===== src/hw/capture_match_timer_regs.vh =====
// register offsets, fields and reset values of the capture/match timer
`ifndef CAPTURE_MATCH_TIMER_REGS_VH
`define CAPTURE_MATCH_TIMER_REGS_VH

// register byte offsets
`define TMR_CTRL_OFS     12'h000
`define TMR_COUNT_OFS    12'h004
`define TMR_PRESC_OFS    12'h008
`define TMR_PCOUNT_OFS   12'h00c
`define TMR_MCTRL_OFS    12'h010
`define TMR_CCTRL_OFS    12'h014
`define TMR_EMR_OFS      12'h018
`define TMR_STATUS_OFS   12'h01c
`define TMR_DMAEN_OFS    12'h020
`define TMR_MATCH0_OFS   12'h040
`define TMR_CAP0_OFS     12'h050

// control register fields
`define CTRL_EN_BIT      0
`define CTRL_RST_BIT     1
`define CTRL_MODE_BIT    2
`define CTRL_EDGE_LSB    3

// match control: three bits per match (irq, reset, stop)
`define MC_IRQ_BIT       0
`define MC_RST_BIT       1
`define MC_STOP_BIT      2

// capture control: three bits per channel (rise, fall, irq)
`define CC_RISE_BIT      0
`define CC_FALL_BIT      1
`define CC_IRQ_BIT       2

// external match output actions
`define EM_NONE          2'h0
`define EM_LOW           2'h1
`define EM_HIGH          2'h2
`define EM_TOGGLE        2'h3

// reset values
`define CTRL_RESET       32'h0000_0000
`define WORD_RESET       32'h0000_0000

`endif


===== src/hw/capture_match_timer.v =====
// 32-bit timer/counter with prescaler, two captures, four matches, apb slave
//
// How it works
// - 32-bit counter advances at a rate set by a 32-bit prescaler
// - timer mode counts pclk; counter mode counts edges of an external clock
// - two capture channels latch the count when their input transitions
// - each capture channel can separately raise the interrupt output
// - four 32-bit match registers are compared against the running count
// - match without stop or reset keeps counting; optional interrupt
// - match configured to stop halts counting; optional interrupt
// - match configured to reset clears the counter; optional interrupt
// - four match pins: low, high, toggle or unchanged on their match
// - matches 0 and 1 only can issue timed dma requests
//
// Implementation choices: the APB register port and the placing of the registers.
`timescale 1ns/100ps
`include "capture_match_timer_regs.vh"

module capture_match_timer
(
   // apb
   input  wire        pclk,
   input  wire        presetn,
   input  wire        psel,
   input  wire        penable,
   input  wire        pwrite,
   input  wire [11:0] paddr,
   input  wire [31:0] pwdata,
   output reg  [31:0] prdata,
   output reg         pready,
   output reg         pslverr,
   // external count clock and capture inputs
   input  wire        count_clk_in,
   input  wire [1:0]  capture_in,
   // match pins, dma, interrupt
   output reg  [3:0]  match_out,
   output reg  [1:0]  dma_req,
   output reg         irq
);

   // control and configuration
   reg  [31:0] ctrl_q;
   reg  [31:0] count_q;
   reg  [31:0] presc_q;
   reg  [31:0] pcount_q;
   reg  [11:0] mctrl_q;
   reg  [5:0]  cctrl_q;
   reg  [7:0]  emc_q;
   reg  [5:0]  status_q;
   reg  [1:0]  dmaen_q;
   reg  [31:0] match_q [0:3];
   reg  [31:0] cap_q   [0:1];
   reg  [2:0]  ext_sync_q;
   reg  [2:0]  cap_sync0_q;
   reg  [2:0]  cap_sync1_q;
   reg  [31:0] prev_count_q;

   wire        wr_en;
   wire        rd_en;
   wire        counting;
   wire        ext_edge;
   wire        tick;
   wire [3:0]  hit;
   wire [1:0]  cap_ev;
   wire        any_stop;
   wire        any_rst;

   assign wr_en = psel & penable & pwrite;
   assign rd_en = psel & penable & ~pwrite;

   function known_addr;
      input [11:0] a;
      begin
         known_addr = (a == `TMR_CTRL_OFS) || (a == `TMR_COUNT_OFS) ||
                      (a == `TMR_PRESC_OFS) || (a == `TMR_PCOUNT_OFS) ||
                      (a == `TMR_MCTRL_OFS) || (a == `TMR_CCTRL_OFS) ||
                      (a == `TMR_EMR_OFS) || (a == `TMR_STATUS_OFS) ||
                      (a == `TMR_DMAEN_OFS) ||
                      (a[11:4] == `TMR_MATCH0_OFS >> 4 && a[1:0] == 2'h0) ||
                      (a[11:3] == `TMR_CAP0_OFS >> 3 && a[1:0] == 2'h0);
      end
   endfunction

   // edge detect on a synchronised input: rise/fall selected by two bits
   function edge_hit;
      input [1:0] s;
      input       rise_en;
      input       fall_en;
      begin
         edge_hit = (rise_en & s[0] & ~s[1]) | (fall_en & ~s[0] & s[1]);
      end
   endfunction

   // synchronisers: stage 0 feeds stage 1 only, edges from stages 1 and 2
   always @(posedge pclk or negedge presetn)
   begin
      if (!presetn)
      begin
         ext_sync_q  <= 3'h0;
         cap_sync0_q <= 3'h0;
         cap_sync1_q <= 3'h0;
      end
      else
      begin
         ext_sync_q  <= {ext_sync_q[1:0], count_clk_in};
         cap_sync0_q <= {cap_sync0_q[1:0], capture_in[0]};
         cap_sync1_q <= {cap_sync1_q[1:0], capture_in[1]};
      end
   end

   // mode select
   // ext clock must be slower than pclk/2 because of the synchroniser
   assign ext_edge = edge_hit(ext_sync_q[2:1], ~ctrl_q[`CTRL_EDGE_LSB + 1],
                              ctrl_q[`CTRL_EDGE_LSB + 1]);
   // stopping match freezes count
   // without this gate the count would step once past the match value
   assign counting = ctrl_q[`CTRL_EN_BIT] & ~ctrl_q[`CTRL_RST_BIT] & ~any_stop &
                     (ctrl_q[`CTRL_MODE_BIT] ? ext_edge : 1'b1);
   assign tick = counting & (pcount_q == presc_q);

   assign cap_ev[0] = edge_hit(cap_sync0_q[2:1], cctrl_q[`CC_RISE_BIT],
                               cctrl_q[`CC_FALL_BIT]);
   assign cap_ev[1] = edge_hit(cap_sync1_q[2:1], cctrl_q[3 + `CC_RISE_BIT],
                               cctrl_q[3 + `CC_FALL_BIT]);

   genvar g;
   generate
      for (g = 0; g < 4; g = g + 1)
      begin : g_match
         // equality compare, once per new count value
         assign hit[g] = (count_q == match_q[g]) & (count_q != prev_count_q);
      end
   endgenerate

   assign any_stop = |(hit & {mctrl_q[9 + `MC_STOP_BIT], mctrl_q[6 + `MC_STOP_BIT],
                              mctrl_q[3 + `MC_STOP_BIT], mctrl_q[`MC_STOP_BIT]});
   assign any_rst  = |(hit & {mctrl_q[9 + `MC_RST_BIT], mctrl_q[6 + `MC_RST_BIT],
                              mctrl_q[3 + `MC_RST_BIT], mctrl_q[`MC_RST_BIT]});

   integer i;

   // counter, prescaler and registers
   always @(posedge pclk or negedge presetn)
   begin
      if (!presetn)
      begin
         ctrl_q       <= `CTRL_RESET;
         count_q      <= `WORD_RESET;
         presc_q      <= `WORD_RESET;
         pcount_q     <= `WORD_RESET;
         prev_count_q <= 32'hffff_ffff;
         mctrl_q      <= 12'h000;
         cctrl_q      <= 6'h00;
         emc_q        <= 8'h00;
         dmaen_q      <= 2'h0;
         for (i = 0; i < 4; i = i + 1)
            match_q[i] <= `WORD_RESET;
         cap_q[0]     <= `WORD_RESET;
         cap_q[1]     <= `WORD_RESET;
      end
      else
      begin
         prev_count_q <= count_q;
         if (ctrl_q[`CTRL_RST_BIT])
         begin
            count_q  <= 32'h0000_0000;
            pcount_q <= 32'h0000_0000;
         end
         else if (any_rst)
         begin
            count_q  <= 32'h0000_0000;
            pcount_q <= 32'h0000_0000;
         end
         else if (tick)
         begin
            count_q  <= count_q + 32'h0000_0001;
            pcount_q <= 32'h0000_0000;
         end
         else if (counting)
            pcount_q <= pcount_q + 32'h0000_0001;

         if (cap_ev[0])
            cap_q[0] <= count_q;
         if (cap_ev[1])
            cap_q[1] <= count_q;

         if (wr_en)
         begin
            case (paddr)
               `TMR_CTRL_OFS:   ctrl_q   <= {27'h0, pwdata[4:0]};
               `TMR_COUNT_OFS:  count_q  <= pwdata;
               `TMR_PRESC_OFS:  presc_q  <= pwdata;
               `TMR_PCOUNT_OFS: pcount_q <= pwdata;
               `TMR_MCTRL_OFS:  mctrl_q  <= pwdata[11:0];
               `TMR_CCTRL_OFS:  cctrl_q  <= pwdata[5:0];
               `TMR_EMR_OFS:    emc_q    <= pwdata[7:0];
               `TMR_DMAEN_OFS:  dmaen_q  <= pwdata[1:0];
               default:
               begin
                  if (paddr[11:4] == `TMR_MATCH0_OFS >> 4 && paddr[1:0] == 2'h0)
                     match_q[paddr[3:2]] <= pwdata;
               end
            endcase
         end
         // stop clears enable unless the reset bit is set; wins over a same-cycle write
         if (any_stop & ~ctrl_q[`CTRL_RST_BIT])
            ctrl_q[`CTRL_EN_BIT] <= 1'b0;
      end
   end

   // status flags, match pins, dma, interrupt
   always @(posedge pclk or negedge presetn)
   begin
      if (!presetn)
      begin
         status_q  <= 6'h00;
         match_out <= 4'h0;
         dma_req   <= 2'h0;
         irq       <= 1'b0;
      end
      else
      begin
         // match flags, set wins over write-one-to-clear
         for (i = 0; i < 4; i = i + 1)
         begin
            if (hit[i] & mctrl_q[3 * i + `MC_IRQ_BIT])
               status_q[i] <= 1'b1;
            else if (wr_en && paddr == `TMR_STATUS_OFS && pwdata[i])
               status_q[i] <= 1'b0;
         end
         for (i = 0; i < 2; i = i + 1)
         begin
            if (cap_ev[i] & cctrl_q[3 * i + `CC_IRQ_BIT])
               status_q[4 + i] <= 1'b1;
            else if (wr_en && paddr == `TMR_STATUS_OFS && pwdata[4 + i])
               status_q[4 + i] <= 1'b0;
         end
         irq <= |status_q;

         for (i = 0; i < 4; i = i + 1)
         begin
            if (hit[i])
            begin
               case (emc_q[2 * i +: 2])
                  `EM_LOW:    match_out[i] <= 1'b0;
                  `EM_HIGH:   match_out[i] <= 1'b1;
                  `EM_TOGGLE: match_out[i] <= ~match_out[i];
                  default:    match_out[i] <= match_out[i];
               endcase
            end
         end

         // dma pulse from matches 0 and 1 only
         dma_req <= hit[1:0] & dmaen_q;
      end
   end

   // apb read and answer: zero wait states
   always @(posedge pclk or negedge presetn)
   begin
      if (!presetn)
      begin
         prdata  <= 32'h0000_0000;
         pready  <= 1'b0;
         pslverr <= 1'b0;
      end
      else
      begin
         pready  <= psel & ~penable;
         pslverr <= psel & ~penable & ~known_addr(paddr);
         prdata  <= 32'h0000_0000;
         if (psel & ~penable & ~pwrite)
         begin
            case (paddr)
               `TMR_CTRL_OFS:   prdata <= ctrl_q;
               `TMR_COUNT_OFS:  prdata <= count_q;
               `TMR_PRESC_OFS:  prdata <= presc_q;
               `TMR_PCOUNT_OFS: prdata <= pcount_q;
               `TMR_MCTRL_OFS:  prdata <= {20'h0, mctrl_q};
               `TMR_CCTRL_OFS:  prdata <= {26'h0, cctrl_q};
               `TMR_EMR_OFS:    prdata <= {20'h0, match_out, emc_q};
               `TMR_STATUS_OFS: prdata <= {26'h0, status_q};
               `TMR_DMAEN_OFS:  prdata <= {30'h0, dmaen_q};
               default:
               begin
                  if (paddr[11:4] == `TMR_MATCH0_OFS >> 4 && paddr[1:0] == 2'h0)
                     prdata <= match_q[paddr[3:2]];
                  else if (paddr[11:3] == `TMR_CAP0_OFS >> 3 && paddr[1:0] == 2'h0)
                     prdata <= cap_q[paddr[2]];
               end
            endcase
         end
      end
   end

   // rd_en kept for symmetry of decode; read data is taken in setup
   wire unused_rd = rd_en;

endmodule // capture_match_timer


===== config.mk =====
export PLATFORM = sky130hd
export DESIGN_NAME = capture_match_timer
export DESIGN_NICKNAME = d
export VERILOG_FILES = /design/src/hw/capture_match_timer.v
export VERILOG_INCLUDE_DIRS = /design/src /design/src/hw
export SDC_FILE = /design/constraint.sdc
export NUM_CORES = 1
export LEC_CHECK = 0
export BUFFER_PORTS_ARGS = -buffer_cell sky130_fd_sc_hd__buf_2
export CORE_UTILIZATION = 38
export CTS_CLUSTER_SIZE = 30
export DETAILED_ROUTE_END_ITERATION = 12
export PLACE_DENSITY_LB_ADDON = 0.3
export SETUP_SLACK_MARGIN = 0.3
export SYNTH_ARGS = -nofsm -noshare
export SYNTH_HDL_FRONTEND = slang
export SYNTH_SLANG_ARGS = --single-unit

===== constraint.sdc =====
create_clock -name pclk -period 3.1 [get_ports pclk]
set_input_delay 0.155 -clock pclk [delete_from_list [all_inputs] [get_ports pclk]]
set_output_delay 0.155 -clock pclk [all_outputs]
set_load 0.05 [all_outputs]

* Word level (Yosys, flattened, before mapping) *
Cells that the tools add are included.

word-level totals
  bits in registers = 409
  output and inout bits = 41

cells by class
  add/subtract/negate cells = 2
  order comparisons = 3
  eq/ne operators = 28
  multiplexer cells = 44
  bitwise gates (word level) = 57
  reductions and logical operators = 50

operators with widths
  operator                                                                number
  32-bit 2-to-1 mux                                                       20
  32-bit one-hot mux with 9 select lines                                  1
  32-bit equality test                                                    5
  128-bit bitwise mux                                                     1
  32-bit by 1-bit adder with 32-bit output, second input constant         2
  32-bit binary-select mux with 2-bit select                              1
  32-bit demux with 2-bit select                                          1
  12-bit by 5-bit equality test with 1-bit output, second input constant  4
  1-bit AND                                                               32
  32-bit inequality test                                                  1
  12-bit by 4-bit equality test with 1-bit output, second input constant  2
  2-bit AND reduction                                                     11
  1-bit NOT                                                               17
  2-bit equality test, second input constant                              8
  1-bit 2-to-1 mux                                                        16
  2-bit nonzero test                                                      8
  12-bit by 3-bit equality test with 1-bit output, second input constant  1
  12-bit by 6-bit equality test with 1-bit output, second input constant  1
  12-bit zero test                                                        1
  1-bit one-hot mux with 3 select lines                                   4
  3-bit nonzero test                                                      4
  1-bit logical AND                                                       10
  1-bit logical OR                                                        10
  9-bit by 4-bit equality test with 1-bit output, second input constant   1
  other kinds (15)                                                        22

* Depth between registers and ports, before layout *
Gate-level depths: netlist of run 1.

  depth after elaboration = 13
  mapped depth = 12
  gate-level depth less buffers = 8

* Worst setup path before layout of run 1 *
Ideal clock, no wire load.

  path kind = reg-to-reg
  start point = register count_q[1]
  end point = register pcount_q[3]
  setup time = 0.074 ns
  arrival time = 2.561 ns
  data required time = 3.026 ns
  setup slack = 0.465 ns
  cell stages (with the launch flop) = 11
  path buffers = 2
  cell sequence = dfrtp_1 > buf_2 > xnor2_1 > nand4_1 > nor4_4 > a211oi_2 > a22o_1 > a211o_1 > or3_4 > buf_6 > o21ai_2

on the way
  longest elaborated chain between the ends = 13
  elaborated cells on any way between the ends = 23

ends and longest elaborated chain
  element                                                                RTL line                                              text
  start: declaration                                                     capture_match_timer.v:43                              reg [31:0] count_q;
  start signal: assignment                                               capture_match_timer.v:148                             count_q <= `WORD_RESET;
  start signal: assignment                                               capture_match_timer.v:176                             count_q <= count_q + 32'h0000_0001;
  start signal: assignment                                               capture_match_timer.v:191                             `TMR_COUNT_OFS: count_q <= pwdata;
  32-bit equality test / 32-bit inequality test (equally long branches)  capture_match_timer.v:131                             assign hit[g] = (count_q == match_q[g]) & (count_q != prev_count_q);
  1-bit AND                                                              capture_match_timer.v:131
  4-bit AND                                                              capture_match_timer.v:135                             assign any_stop = |(hit & {mctrl_q[9 + `MC_STOP_BIT], mctrl_q[6 + `MC_STOP_BIT],
  4-bit OR reduction                                                     capture_match_timer.v:135
  1-bit NOT                                                              capture_match_timer.v:117                             assign counting = ctrl_q[`CTRL_EN_BIT] & ~ctrl_q[`CTRL_RST_BIT] & ~any_stop &
  1-bit AND (2 in a row)                                                 capture_match_timer.v:117
  32-bit 2-to-1 mux / 1-bit AND (equally long branches)                  capture_match_timer.v:179, capture_match_timer.v:119
  32-bit 2-to-1 mux                                                      capture_match_timer.v:174                             else if (tick)
  32-bit 2-to-1 mux *                                                    capture_match_timer.v:169                             else if (any_rst)
  32-bit 2-to-1 mux *                                                    capture_match_timer.v:164                             if (ctrl_q[`CTRL_RST_BIT])
  32-bit 2-to-1 mux                                                      capture_match_timer.v:189                             case (paddr)
  32-bit 2-to-1 mux *                                                    capture_match_timer.v:187                             if (wr_en)
  end signal: assignment                                                 capture_match_timer.v:150                             pcount_q <= `WORD_RESET;
  end signal: assignment                                                 capture_match_timer.v:180                             pcount_q <= pcount_q + 32'h0000_0001;
  end signal: assignment                                                 capture_match_timer.v:193                             `TMR_PCOUNT_OFS: pcount_q <= pwdata;
  end: declaration                                                       capture_match_timer.v:45                              reg [31:0] pcount_q;

Every way passes the cells marked *; elsewhere a longest branch is shown, timed or not.
A chain may end at the register's enable or synchronous reset.

* Final worst setup path of run 1 *
  start point = register count_q[2]
  end point = register pcount_q[16]

Same word-level chain as after synthesis.

==> results.tsv, run 1 <==
metric	value	unit
status	finished, final reports clean	
cap_viol_max_count	0	
required	3.63	ns
start_util	0.386	
yosysMostFrequentCell	dfrtp_1	
synth_edf_count	0	
finalCriticalPeriod	2.95	ns
cts_tree	done	
p_sw_frac	0.237	
clockBufferDepth	3	
dp_slack	-0.156	ns
path_cells	buf_4 > xor2_1 > nor4_1 > nand4_1 > buf_4 > nor3_4 > o41a_4 > nor2_4 > or3_4 > clkbuf_16 > o21ai_2	
layout-drive-gt1-share	0.444	
synth_cells	1730	
crit_fanout	7	
clkTransAtPathRegs	0.07	ns
crit_arrival	3.49	ns
synth_ff_type	dfrtp_1	
num-nets-final	2058	
max_stage_delay	0.52	ns
ys_types	59	
tightest_slew	1.13	ns
synth_area	20900	um^2
hpwlAfterDp	53300	um
grt_setup_unrepaired	yes	
max_freq	0.339	GHz
path_class	reg -> reg	
clock_skew	0.0336	ns
synthTopCellsByArea	dfrtp_1, mux2_2, xnor2_1	
floorplan.rows	85	
grt_pass1_wl	113000	um
ant_nets	0	
critPathCaptureType	flip-flop	
nFillCells	4734	
pwr-share-comb	0.039	
ys_ff_latch	409	
drc	0	
grt_max_degree	86	
wire_per_inst	27.6	um
synth_common_cells	dfrtp_1, mux2_2, xnor2_1	
vias	16109	
drv_slew	0	
synthArstFlopShare	1.00	
die_h	237	um
cp_common_cell	buf_4	
crit_slowest_cell	or3_4	
cp-start-kind	flip-flop	
p_leak	12.4	nW
wirelength	75500	um
cts-buffers-inserted	46	
dr.first_iter.drc_count	1687	
n_antenna_cell	0	
holdCritPathClass	in -> reg	
via_per_inst	5.89	
p_switching	2.72	mW
regArea	10300	um^2
ir_drop	0.347	mV
crit_buf_inv	3	
pwr-share-clk	0.494	
dieArea	56000	um^2
pwr-share-seq	0.468	
setup_viol	0	
clk-insertion-delay-late	0.63	ns
pin_count	93	
yosys_warnings	0	
setup_slack	0.149	ns
first_pass_iters	5	
synth_nets	1784	
grt_pass1_vias	16339	
seq_area_frac_synth	0.492	
power_density	429	nW/um^2
p_int	8.75	mW
syn_to_final_growth	28.0	%
cts_root_buf	clkbuf_16	
htreeDepth	2	
fp.coreArea	54100	um^2
grt.total_usage	0.272	
routabilityCongestion	0.961	
antenna_found_initial	1	
multiInputGateArea	11000	um^2
synth_top_area_frac	0.451	
gr-total-overflow	0	
io_buffers	92	
yosysTopAreaCell	dfrtp_1	
final.setup.tns	0	ns
fin_crit_sh	0.952	
slew_headroom	0.246	
avgSynthCellArea	12.1	um^2
die_w	237	um
hold_viol	0	
critical_path.top_delay_family	simple AND/OR/NAND/NOR gates	
cts.sinks	409	
## power groups by stage
stage               Clock, mW  Sequential (mW)  Combinational [mW]
finish                   5.66             5.36               0.442
global placement            0             5.46               0.396
detailed placement          0             5.46               0.401
floorplan                   0             5.46               0.112
CTS                      5.72             5.36               0.444
global route             5.95             5.36               0.474
## layer usage
| metal | vias up | share of wire | track usage |
|---|---|---|---|
| met1 | 8447 | 0.44 | 0.391 |
| met2 | 706 | 0.46 | 0.425 |
| met5 | - | 0.00017 | 0 |
| met4 | 2 | 0.031 | 0.0872 |
| met3 | 141 | 0.070 | 0.0374 |
| li1 | 6813 | - | - |
## metrics by stage
stage | cells | power (mW) | util | area (um^2) | hold WS, ns
2_1_floorplan | 1730 | 5.58 | - | 20900 | -0.141
3_3_place_gp | 2564 | 5.85 | 0.429 | 23200 | 0.169
3_5_place_dp | 2564 | 5.86 | 0.429 | 23200 | 0.181
4_1_cts | 2726 | 11.5 | 0.487 | 26400 | 0.00930
5_1_grt | 2737 | 11.8 | 0.494 | 26800 | 0.0328
6_report | 2737 | 11.5 | 0.494 | 26800 | 0.0355
## area by class of cell
class                   count  area share
multi-input cells        1169       0.411
flip-flops and latches    409       0.385
repair buffers            361       0.111
clock buffers              61      0.0477
well taps                 696      0.0325
clock inverters            24      0.0101
inverters                  17     0.00239
## tightest hold or removal path, cell delays in order
cell	delay (ns)
buf_2	0.12
nand2_1	0.07
nor3_1	0.06
mux2_2	0.21
## cells in the final DEF (no fill, tap or decap), types with 13 or more instances in the layout
| master | instances |
|---|---|
| dfrtp_1 | 357 |
| mux2_2 | 274 |
| buf_4 | 182 |
| xor2_1 | 113 |
| buf_2 | 90 |
| xnor2_1 | 87 |
| nand2_1 | 78 |
| nor2_1 | 65 |
| a22o_1 | 59 |
| nand4_1 | 48 |
| clkbuf_16 | 48 |
| dlygate4sd3_1 | 41 |
| nor3_1 | 37 |
| xnor2_2 | 35 |
| mux2i_1 | 35 |
| mux4_2 | 32 |
| dfstp_2 | 32 |
| o21ai_2 | 31 |
| a221oi_1 | 29 |
| nand3_1 | 28 |
| buf_6 | 23 |
| a22oi_1 | 20 |
| dfrtp_2 | 20 |
| buf_12 | 18 |
| nor4_1 | 17 |
| nor4_4 | 17 |
| inv_1 | 17 |
| a31oi_1 | 15 |
| and3_1 | 14 |
| nor4_2 | 14 |
| clkinv_2 | 14 |
| nor3_2 | 13 |
## worst paths after layout
kind	start	end	slack [ns]	depth (start not counted)
worst max register to register	count_q[2]	pcount_q[16]	0.15	11
max in group asynchronous	presetn	count_q[31]	1.69	3
worst min-delay path	paddr[5]	dmaen_q[1]	0.04	4
min in group asynchronous	presetn	cap_sync1_q[0]	0.08	2
worst max-delay path	count_q[2]	pcount_q[16]	0.15	11
worst min register to register	cap_sync1_q[0]	cap_sync1_q[1]	0.35	0
## registers in the layout (all words and copies together) (netlist names), 12 cells and up
register and flops:
match_q 128, presc_q 32, mctrl_q 12, prev_count_q 32, cap_q 64, prdata 32, count_q 32, pcount_q 32
## logic make-up (layout without fill, tap and decap cells)
kind of cell | count (synthesis) | after routing | share of synthesized area
flops | 409 | 409 | 0.492
simple gates | 379 | 379 | 0.0952
mux | 344 | 344 | 0.200
xor+xnor | 253 | 253 | 0.106
compound gates | 191 | 191 | 0.0734
buf+inv | 152 | 463 | 0.0323
fa+ha+maj | 2 | 2 | 0.00120
## repair_timing
action | CTS | global route
endpoints found under the hold margin | 294 | 0
resized for setup | 141 | 40
hold buffers | 41 | 0
setup buffers | 34 | 9
pin swaps | 42 | 31
gates cloned | 2 | 2
endpoints found under the setup margin | 64 | 64
No activity file was read; power rests on OpenSTA's default activity.
==> run 2, diff against run 1 <==
--- a/config.mk
+++ b/config.mk
@@ -7,10 +7,12 @@
 export NUM_CORES = 1
 export LEC_CHECK = 0
 export BUFFER_PORTS_ARGS = -buffer_cell sky130_fd_sc_hd__buf_2
+export CELL_PAD_IN_SITES_DETAIL_PLACEMENT = 1
+export CELL_PAD_IN_SITES_GLOBAL_PLACEMENT = 1
 export CORE_UTILIZATION = 38
 export CTS_CLUSTER_SIZE = 30
 export DETAILED_ROUTE_END_ITERATION = 12
-export PLACE_DENSITY_LB_ADDON = 0.3
+export PLACE_DENSITY = 0.65
 export SETUP_SLACK_MARGIN = 0.3
 export SYNTH_ARGS = -nofsm -noshare
 export SYNTH_HDL_FRONTEND = slang
==> run 2 against run 1 <==
Compared with the run above:
- critical path depth decreased by 1
- register-to-register slack got worse by 0.05 ns
- sequential cell count unchanged
- sequential share of layout area increased by 0.077 points
- core utilization decreased by 0.15 points
- clock skew decreased by 0.0054 ns
- routed wire length increased by 7.3%
- via count increased by 1.5%
- non-clock buffer count increased by 2
- cell count increased by 0.26%
- global-route usage increased by 2.0 points
- combinational power increased by 3%
- critical endpoint is now pcount_q[25]
==> results.tsv, run 2 (synthesis results as in run 1) <==
metric	value	unit	change
path_class	reg -> reg		unchanged
antenna_found_initial	2		was 1
setup_viol	0		unchanged
holdPathStages	3		was 4
io_buffers	92		unchanged
final_cell_mix	dfrtp_1, mux2_2, buf_4		unchanged
grtUsageMet3	0.0466		was 0.0374
power_density	442	nW/um^2	was 429 nW/um^2
dieArea	56000	um^2	unchanged
p_sw_frac	0.229		was 0.237
die_w	237	um	unchanged
tightest_slew	1.04	ns	was 1.13 ns
num-nets-final	2062		was 2058
grt_max_degree	84		was 86
ant_nets	0		unchanged
r2r_cells	10		was 11
syn_to_final_growth	27.6	%	was 28.0%
multiInputGateArea	10700	um^2	was 11000 um^2
clk-insertion-delay-late	0.61	ns	was 0.63 ns
reg_top3	match_q: 128 flops, cap_q: 64 flops		unchanged
use_met2	0.466		was 0.425
gr-total-overflow	0		unchanged
wirelength	81100	um	was 75500 um
drc	0		unchanged
pwr-share-clk	0.507		was 0.494
holdCritPathClass	in -> reg		unchanged
crit_arrival	3.51	ns	was 3.49 ns
p_leak	12.5	nW	was 12.4 nW
first_pass_iters	5		unchanged
cap_viol_max_count	0		unchanged
wire_per_inst	29.5	um	was 27.6 um
fin_crit_sh	0.967		was 0.952
pin_count	93		unchanged
dr.first_iter.drc_count	1441		was 1687
routabilityCongestion	0.961		about the same
via_per_inst	5.96		was 5.89
slew_headroom	0.302		was 0.246
dpl_cell_area	23400	um^2	was 23200 um^2
cts.sinks	409		unchanged
vias	16350		was 16109
grt_pass1_vias	17415		was 16339
htreeDepth	2		unchanged
clkTransAtPathRegs	0.06	ns	was 0.07 ns
mostFrequentLayoutCell	dfrtp_1		unchanged
fp.coreArea	54100	um^2	unchanged
layout-drive-gt1-share	0.427		was 0.444
met1_usage	0.409		was 0.391
grt_pass1_wl	120000	um	was 113000 um
drv_slew	0		unchanged
cp-start-kind	flip-flop		unchanged
critPathCaptureType	flip-flop		unchanged
fin_area	26700	um^2	was 26800 um^2
hold_viol	0		unchanged
crit_fanout	8		was 7
required	3.62	ns	was 3.63 ns
final_cells	2744		was 2737
place_inst	2572		was 2564
floorplan.rows	85		unchanged
setup_slack	0.103	ns	was 0.149 ns
dp_slack	-0.275	ns	was -0.156 ns
grt_setup_unrepaired	yes		unchanged
pwr-share-seq	0.454		was 0.468
cts-buffers-inserted	48		was 46
busiest_layer	met2		unchanged
cts_tree	done		unchanged
finalCriticalPeriod	3.00	ns	was 2.95 ns
ir_drop	0.343	mV	was 0.347 mV
start_util	0.386		unchanged
max_freq	0.334	GHz	was 0.339 GHz
final.setup.tns	0	ns	unchanged
status	finished, final reports clean		unchanged
p_switching	2.70	mW	was 2.72 mW
p_int	9.10	mW	was 8.75 mW
clockBufferDepth	3		unchanged
p_total	11.8	mW	was 11.5 mW
nFillCells	5542		was 4734
regArea	10300	um^2	about the same
die_h	237	um	unchanged
cts_root_buf	clkbuf_16		unchanged
grt.total_usage	0.293		was 0.272
regMostFlops	match_q		unchanged
hpwlAfterDp	57000	um	was 53300 um
largest_reg_flops	128		unchanged
pwr-share-comb	0.039		about the same
clock_skew	0.0283	ns	was 0.0336 ns
## run 2: cell type report
type | instances | share of cell area
clock buffers | 77 | 0.0559
repair buffers | 363 | 0.115
multi-input cells | 1169 | 0.402
inverters | 17 | 0.00239
clock inverters | 12 | 0.00629
well taps | 696 | 0.0327
diodes | 1 | 0.0000938
flip-flops and latches | 409 | 0.386
## run 2: per-layer routing
layer	part of all wire	vias up
met3	0.068	133
met2	0.47	608
li1	-	6822
met5	0.00012	-
met4	0.031	2
met1	0.43	8785
## run 2: through the flow
stage               hold WS [ns]   util
floorplan                 -0.141      -
CTS                     0.000769  0.489
global route              0.0290  0.493
finish                    0.0173  0.493
detailed placement         0.191  0.433
global placement           0.183  0.433
## run 2: timing repair
item                                   4_1_cts  5_1_grt
endpoints found under the hold margin      222        0
setup endpoints to repair                   68       64
pin swaps                                   65        7
hold buffers                                39        0
gates cloned                                 4        0
setup buffers                               29       10
resized for setup                          110       14
## run 2: power groups by stage
stage / clock, mW / sequential, mW / combinational [mW]
floorplan: 0 / 5.46 / 0.112
global placement: 0 / 5.46 / 0.409
detailed placement: 0 / 5.46 / 0.415
CTS: 6.07 / 5.36 / 0.459
global route: 6.24 / 5.36 / 0.487
finish: 5.98 / 5.36 / 0.456
## run 2: path summary, 6_finish.rpt
kind	end	from	slack (ns)
min	pslverr	paddr[4]	0.02
min in group asynchronous	cap_q[51]	presetn	0.16
max reg2reg	pcount_q[25]	count_q[14]	0.10
min reg2reg	ext_sync_q[1]	ext_sync_q[0]	0.35
max in group asynchronous	pcount_q[14]	presetn	1.95
max	pcount_q[25]	count_q[14]	0.10
## run 2: worst max-delay path, cell delays in order (launching register included)
cell,delay [ns]
dfrtp_2,0.44
buf_4,0.15
xnor2_1,0.31
nand4_1,0.22
nor4_4,0.43
and3_1,0.23
o41a_4,0.20
nor2_1,0.07
or3_4,0.52
buf_12,0.21
o21ai_2,0.12
==> run 3, diff against run 2 <==
--- a/config.mk
+++ b/config.mk
@@ -9,10 +9,10 @@
 export BUFFER_PORTS_ARGS = -buffer_cell sky130_fd_sc_hd__buf_2
 export CELL_PAD_IN_SITES_DETAIL_PLACEMENT = 1
 export CELL_PAD_IN_SITES_GLOBAL_PLACEMENT = 1
-export CORE_UTILIZATION = 38
+export CORE_UTILIZATION = 45
 export CTS_CLUSTER_SIZE = 30
 export DETAILED_ROUTE_END_ITERATION = 12
-export PLACE_DENSITY = 0.65
+export PLACE_DENSITY = 0.77
 export SETUP_SLACK_MARGIN = 0.3
 export SYNTH_ARGS = -nofsm -noshare
 export SYNTH_HDL_FRONTEND = slang
==> constraint.sdc (replaced) <==
create_clock -name pclk -period 2.7 [get_ports pclk]
set_input_delay 0.135 -clock pclk [delete_from_list [all_inputs] [get_ports pclk]]
set_output_delay 0.135 -clock pclk [all_outputs]
set_load 0.05 [all_outputs]
==> run 3 against run 2 <==
Compared with the run above:
- the flow now finishes with violations (negative setup slack)
- clock-buffer cell count is 1 higher
- routed wire length is 1.4% lower
- critical path depth is 2 higher
- sequential power is 15% higher
- first-iteration DRC count is 10% higher
- combinational power is 19% higher
- core utilization is 9.8 points higher
- clock skew is 0.0065 ns lower
- critical path type unchanged
- critical endpoint is now pcount_q[19]
- largest cell class unchanged
- highest routed layer unchanged
==> results.tsv, run 3 (synthesis results as in run 1) <==
metric	value	unit	change
clockBufferDepth	3		unchanged
met1_usage	0.450		was 0.409
pwr-share-seq	0.473		was 0.454
routabilityCongestion	0.953		was 0.961
via_per_inst	6.19		was 5.96
ir_drop	0.458	mV	was 0.343 mV
r2r-start	prev_count_q[0]		was count_q[14]
antenna_found_initial	6		was 2
fin_crit_sh	1.11		was 0.967
cp-start-kind	flip-flop		unchanged
floorplan.rows	78		was 85
fp.coreArea	45600	um^2	was 54100 um^2
final_cell_mix	dfrtp_1, mux2_2, buf_4		unchanged
crit_buf_inv	4		was 2
nFillCells	4521		was 5542
dp_slack	-0.416	ns	was -0.275 ns
first_pass_iters	5		unchanged
busiest_layer	met2		unchanged
cp_common_cell	buf_4		
worstSetupEndpoint	pcount_q[19]		was pcount_q[25]
critPathLaunch	prev_count_q[0]		was count_q[14]
path_cells	xnor2_2 > buf_4 > nand4_1 > buf_4 > nor4_4 > buf_4 > a211oi_4 > a22o_1 > a211o_1 > or3_4 > buf_6 > o21ai_2		was buf_4 > xnor2_1 > nand4_1 > nor4_4 > and3_1 > o41a_4 > nor2_1 > or3_4 > buf_12 > o21ai_2
max_freq	0.334	GHz	about the same
gr-total-overflow	0		unchanged
status	finished with violations		was finished, final reports clean
grt.total_usage	0.341		was 0.293
htreeDepth	2		unchanged
regMostFlops	match_q		unchanged
p_switching	3.06	mW	was 2.70 mW
reg2reg_to	pcount_q[19]		was pcount_q[25]
crit_slowest_cell	dfstp_2		was or3_4
io_buffers	92		unchanged
n_antenna_cell	0		was 1
critPathCaptureType	flip-flop		unchanged
p_leak	12.7	nW	was 12.5 nW
pwr-share-clk	0.485		was 0.507
crit_fanout	8		unchanged
p_sw_frac	0.235		was 0.229
pin_count	93		unchanged
largest_reg_flops	128		unchanged
setup_slack	-0.297	ns	was 0.103 ns
mostFrequentLayoutCell	dfrtp_1		unchanged
max_stage_delay	0.54	ns	was 0.52 ns
slew_headroom	0.467		was 0.302
drc	0		unchanged
syn_to_final_growth	28.7	%	was 27.6%
use_met2	0.537		was 0.466
regArea	10300	um^2	about the same
layout-drive-gt1-share	0.449		was 0.427
critical_path.top_delay_family	simple AND/OR/NAND/NOR gates		unchanged
grt_max_degree	121		was 84
path_class	reg -> reg		unchanged
die_h	218	um	was 237 um
pwr-share-comb	0.042		was 0.039
final.setup.tns	-13.99	ns	was 0 ns
power_density	484	nW/um^2	was 442 nW/um^2
dieArea	47300	um^2	was 56000 um^2
vias	16613		was 16350
cap_viol_max_count	0		unchanged
dr.first_iter.drc_count	1586		was 1441
holdPathStages	3		unchanged
holdCritPathClass	in -> reg		unchanged
crit_arrival	3.51	ns	about the same
setup_viol	64		was 0
rrSetupSlack	-0.30	ns	was 0.10 ns
clk-insertion-delay-late	0.61	ns	about the same
ant_nets	0		unchanged
finalCriticalPeriod	3.00	ns	about the same
start_util	0.459		was 0.386
wire_per_inst	29.8	um	was 29.5 um
multiInputGateArea	10900	um^2	was 10700 um^2
clock_skew	0.0218	ns	was 0.0283 ns
num-nets-final	2103		was 2062
p_int	9.96	mW	was 9.10 mW
grtUsageMet3	0.0714		was 0.0466
failed_checks	negative setup slack		
grt_pass1_vias	17980		was 17415
grt_pass1_wl	118000	um	was 120000 um
required	3.22	ns	was 3.62 ns
r2r_cells	12		was 10
cts_tree	done		unchanged
cts.sinks	409		unchanged
hpwlAfterDp	54700	um	was 57000 um
clkTransAtPathRegs	0.06	ns	about the same
grt_setup_unrepaired	yes		unchanged
reg_top3	match_q: 128 flops, cap_q: 64 flops		unchanged
tightest_slew	0.797	ns	was 1.04 ns
die_w	218	um	was 237 um
hold_viol	0		unchanged
drv_slew	0		unchanged
wirelength	79900	um	was 81100 um
path_depth	12		was 10
cts-buffers-inserted	46		was 48
cts_root_buf	clkbuf_16		unchanged
[run 3: cell types whose count changed in the layout (fill, tap and decap cells not counted), sizes merged]
cell	previous run	this run
buf	324	363
bufinv	4	0
clkbuf	77	81
clkinv	6	5
diode	1	0
dlygate4sd3	39	40
inv	19	18
[run 3: area by class of cell]
cell class / count / area share
multi-input cells: 1169 / 0.404
flip-flops and latches: 409 / 0.383
repair buffers: 406 / 0.127
clock buffers: 78 / 0.0541
well taps: 600 / 0.0279
inverters: 17 / 0.00237
clock inverters: 6 / 0.00140
[run 3: routing by layer]
layer	part of all wire	vias up	wire length (um)
met5	0.00050	-	40
met4	0.045	6	3630
met3	0.073	188	5810
met2	0.47	623	37600
met1	0.41	8896	32900
li1	-	6900	-
[run 3: worst min path at each step]
stage              start           end
4_1_cts        pwdata[1]   pcount_q[1]
3_5_place_dp     presetn  match_q[100]
6_report        paddr[2]     prdata[2]
3_3_place_gp     presetn  match_q[100]
5_1_grt        pwdata[1]   pcount_q[1]
2_1_floorplan    presetn      cap_q[0]
[run 3: power groups by stage]
stage / clock [mW] / combinational [mW] / sequential, mW
finish: 6.32 / 0.542 / 6.16
global route: 6.62 / 0.576 / 6.15
CTS: 6.36 / 0.536 / 6.16
detailed placement: 0 / 0.484 / 6.27
global placement: 0 / 0.475 / 6.26
floorplan: 0 / 0.129 / 6.27
[run 3: what timing repair did]
| action | in CTS | in global routing |
|---|---|---|
| pin swaps | 20 | 22 |
| endpoints found under the hold margin | 557 | 0 |
| hold buffers | 40 | 0 |
| resized for setup | 102 | 48 |
| setup buffers | 28 | 9 |
| setup endpoints to repair | 67 | 69 |
| cloned | 3 | 4 |
[run 3: per-stage QoR]
| stage | util | cells | total power, mW | hold WS (ns) | instance area (um^2) |
|---|---|---|---|---|---|
| floorplan | - | 1730 | 6.40 | -0.161 | 21200 |
| detailed placement | 0.521 | 2517 | 6.75 | -0.0342 | 23700 |
| finish | 0.590 | 2685 | 13.0 | 0.0122 | 26900 |
| global placement | 0.521 | 2517 | 6.74 | -0.0308 | 23700 |
| global route | 0.590 | 2685 | 13.3 | 0.0309 | 26900 |
| CTS | 0.580 | 2672 | 13.0 | 0.00302 | 26400 |
[run 3: worst min-delay path, delay by kind of cell]
kind	cells	cell delay, ns
AND/OR/NAND/NOR	1	0.11
buffers and inverters	1	0.23
AO/OA/AOI/OAI	1	0.07
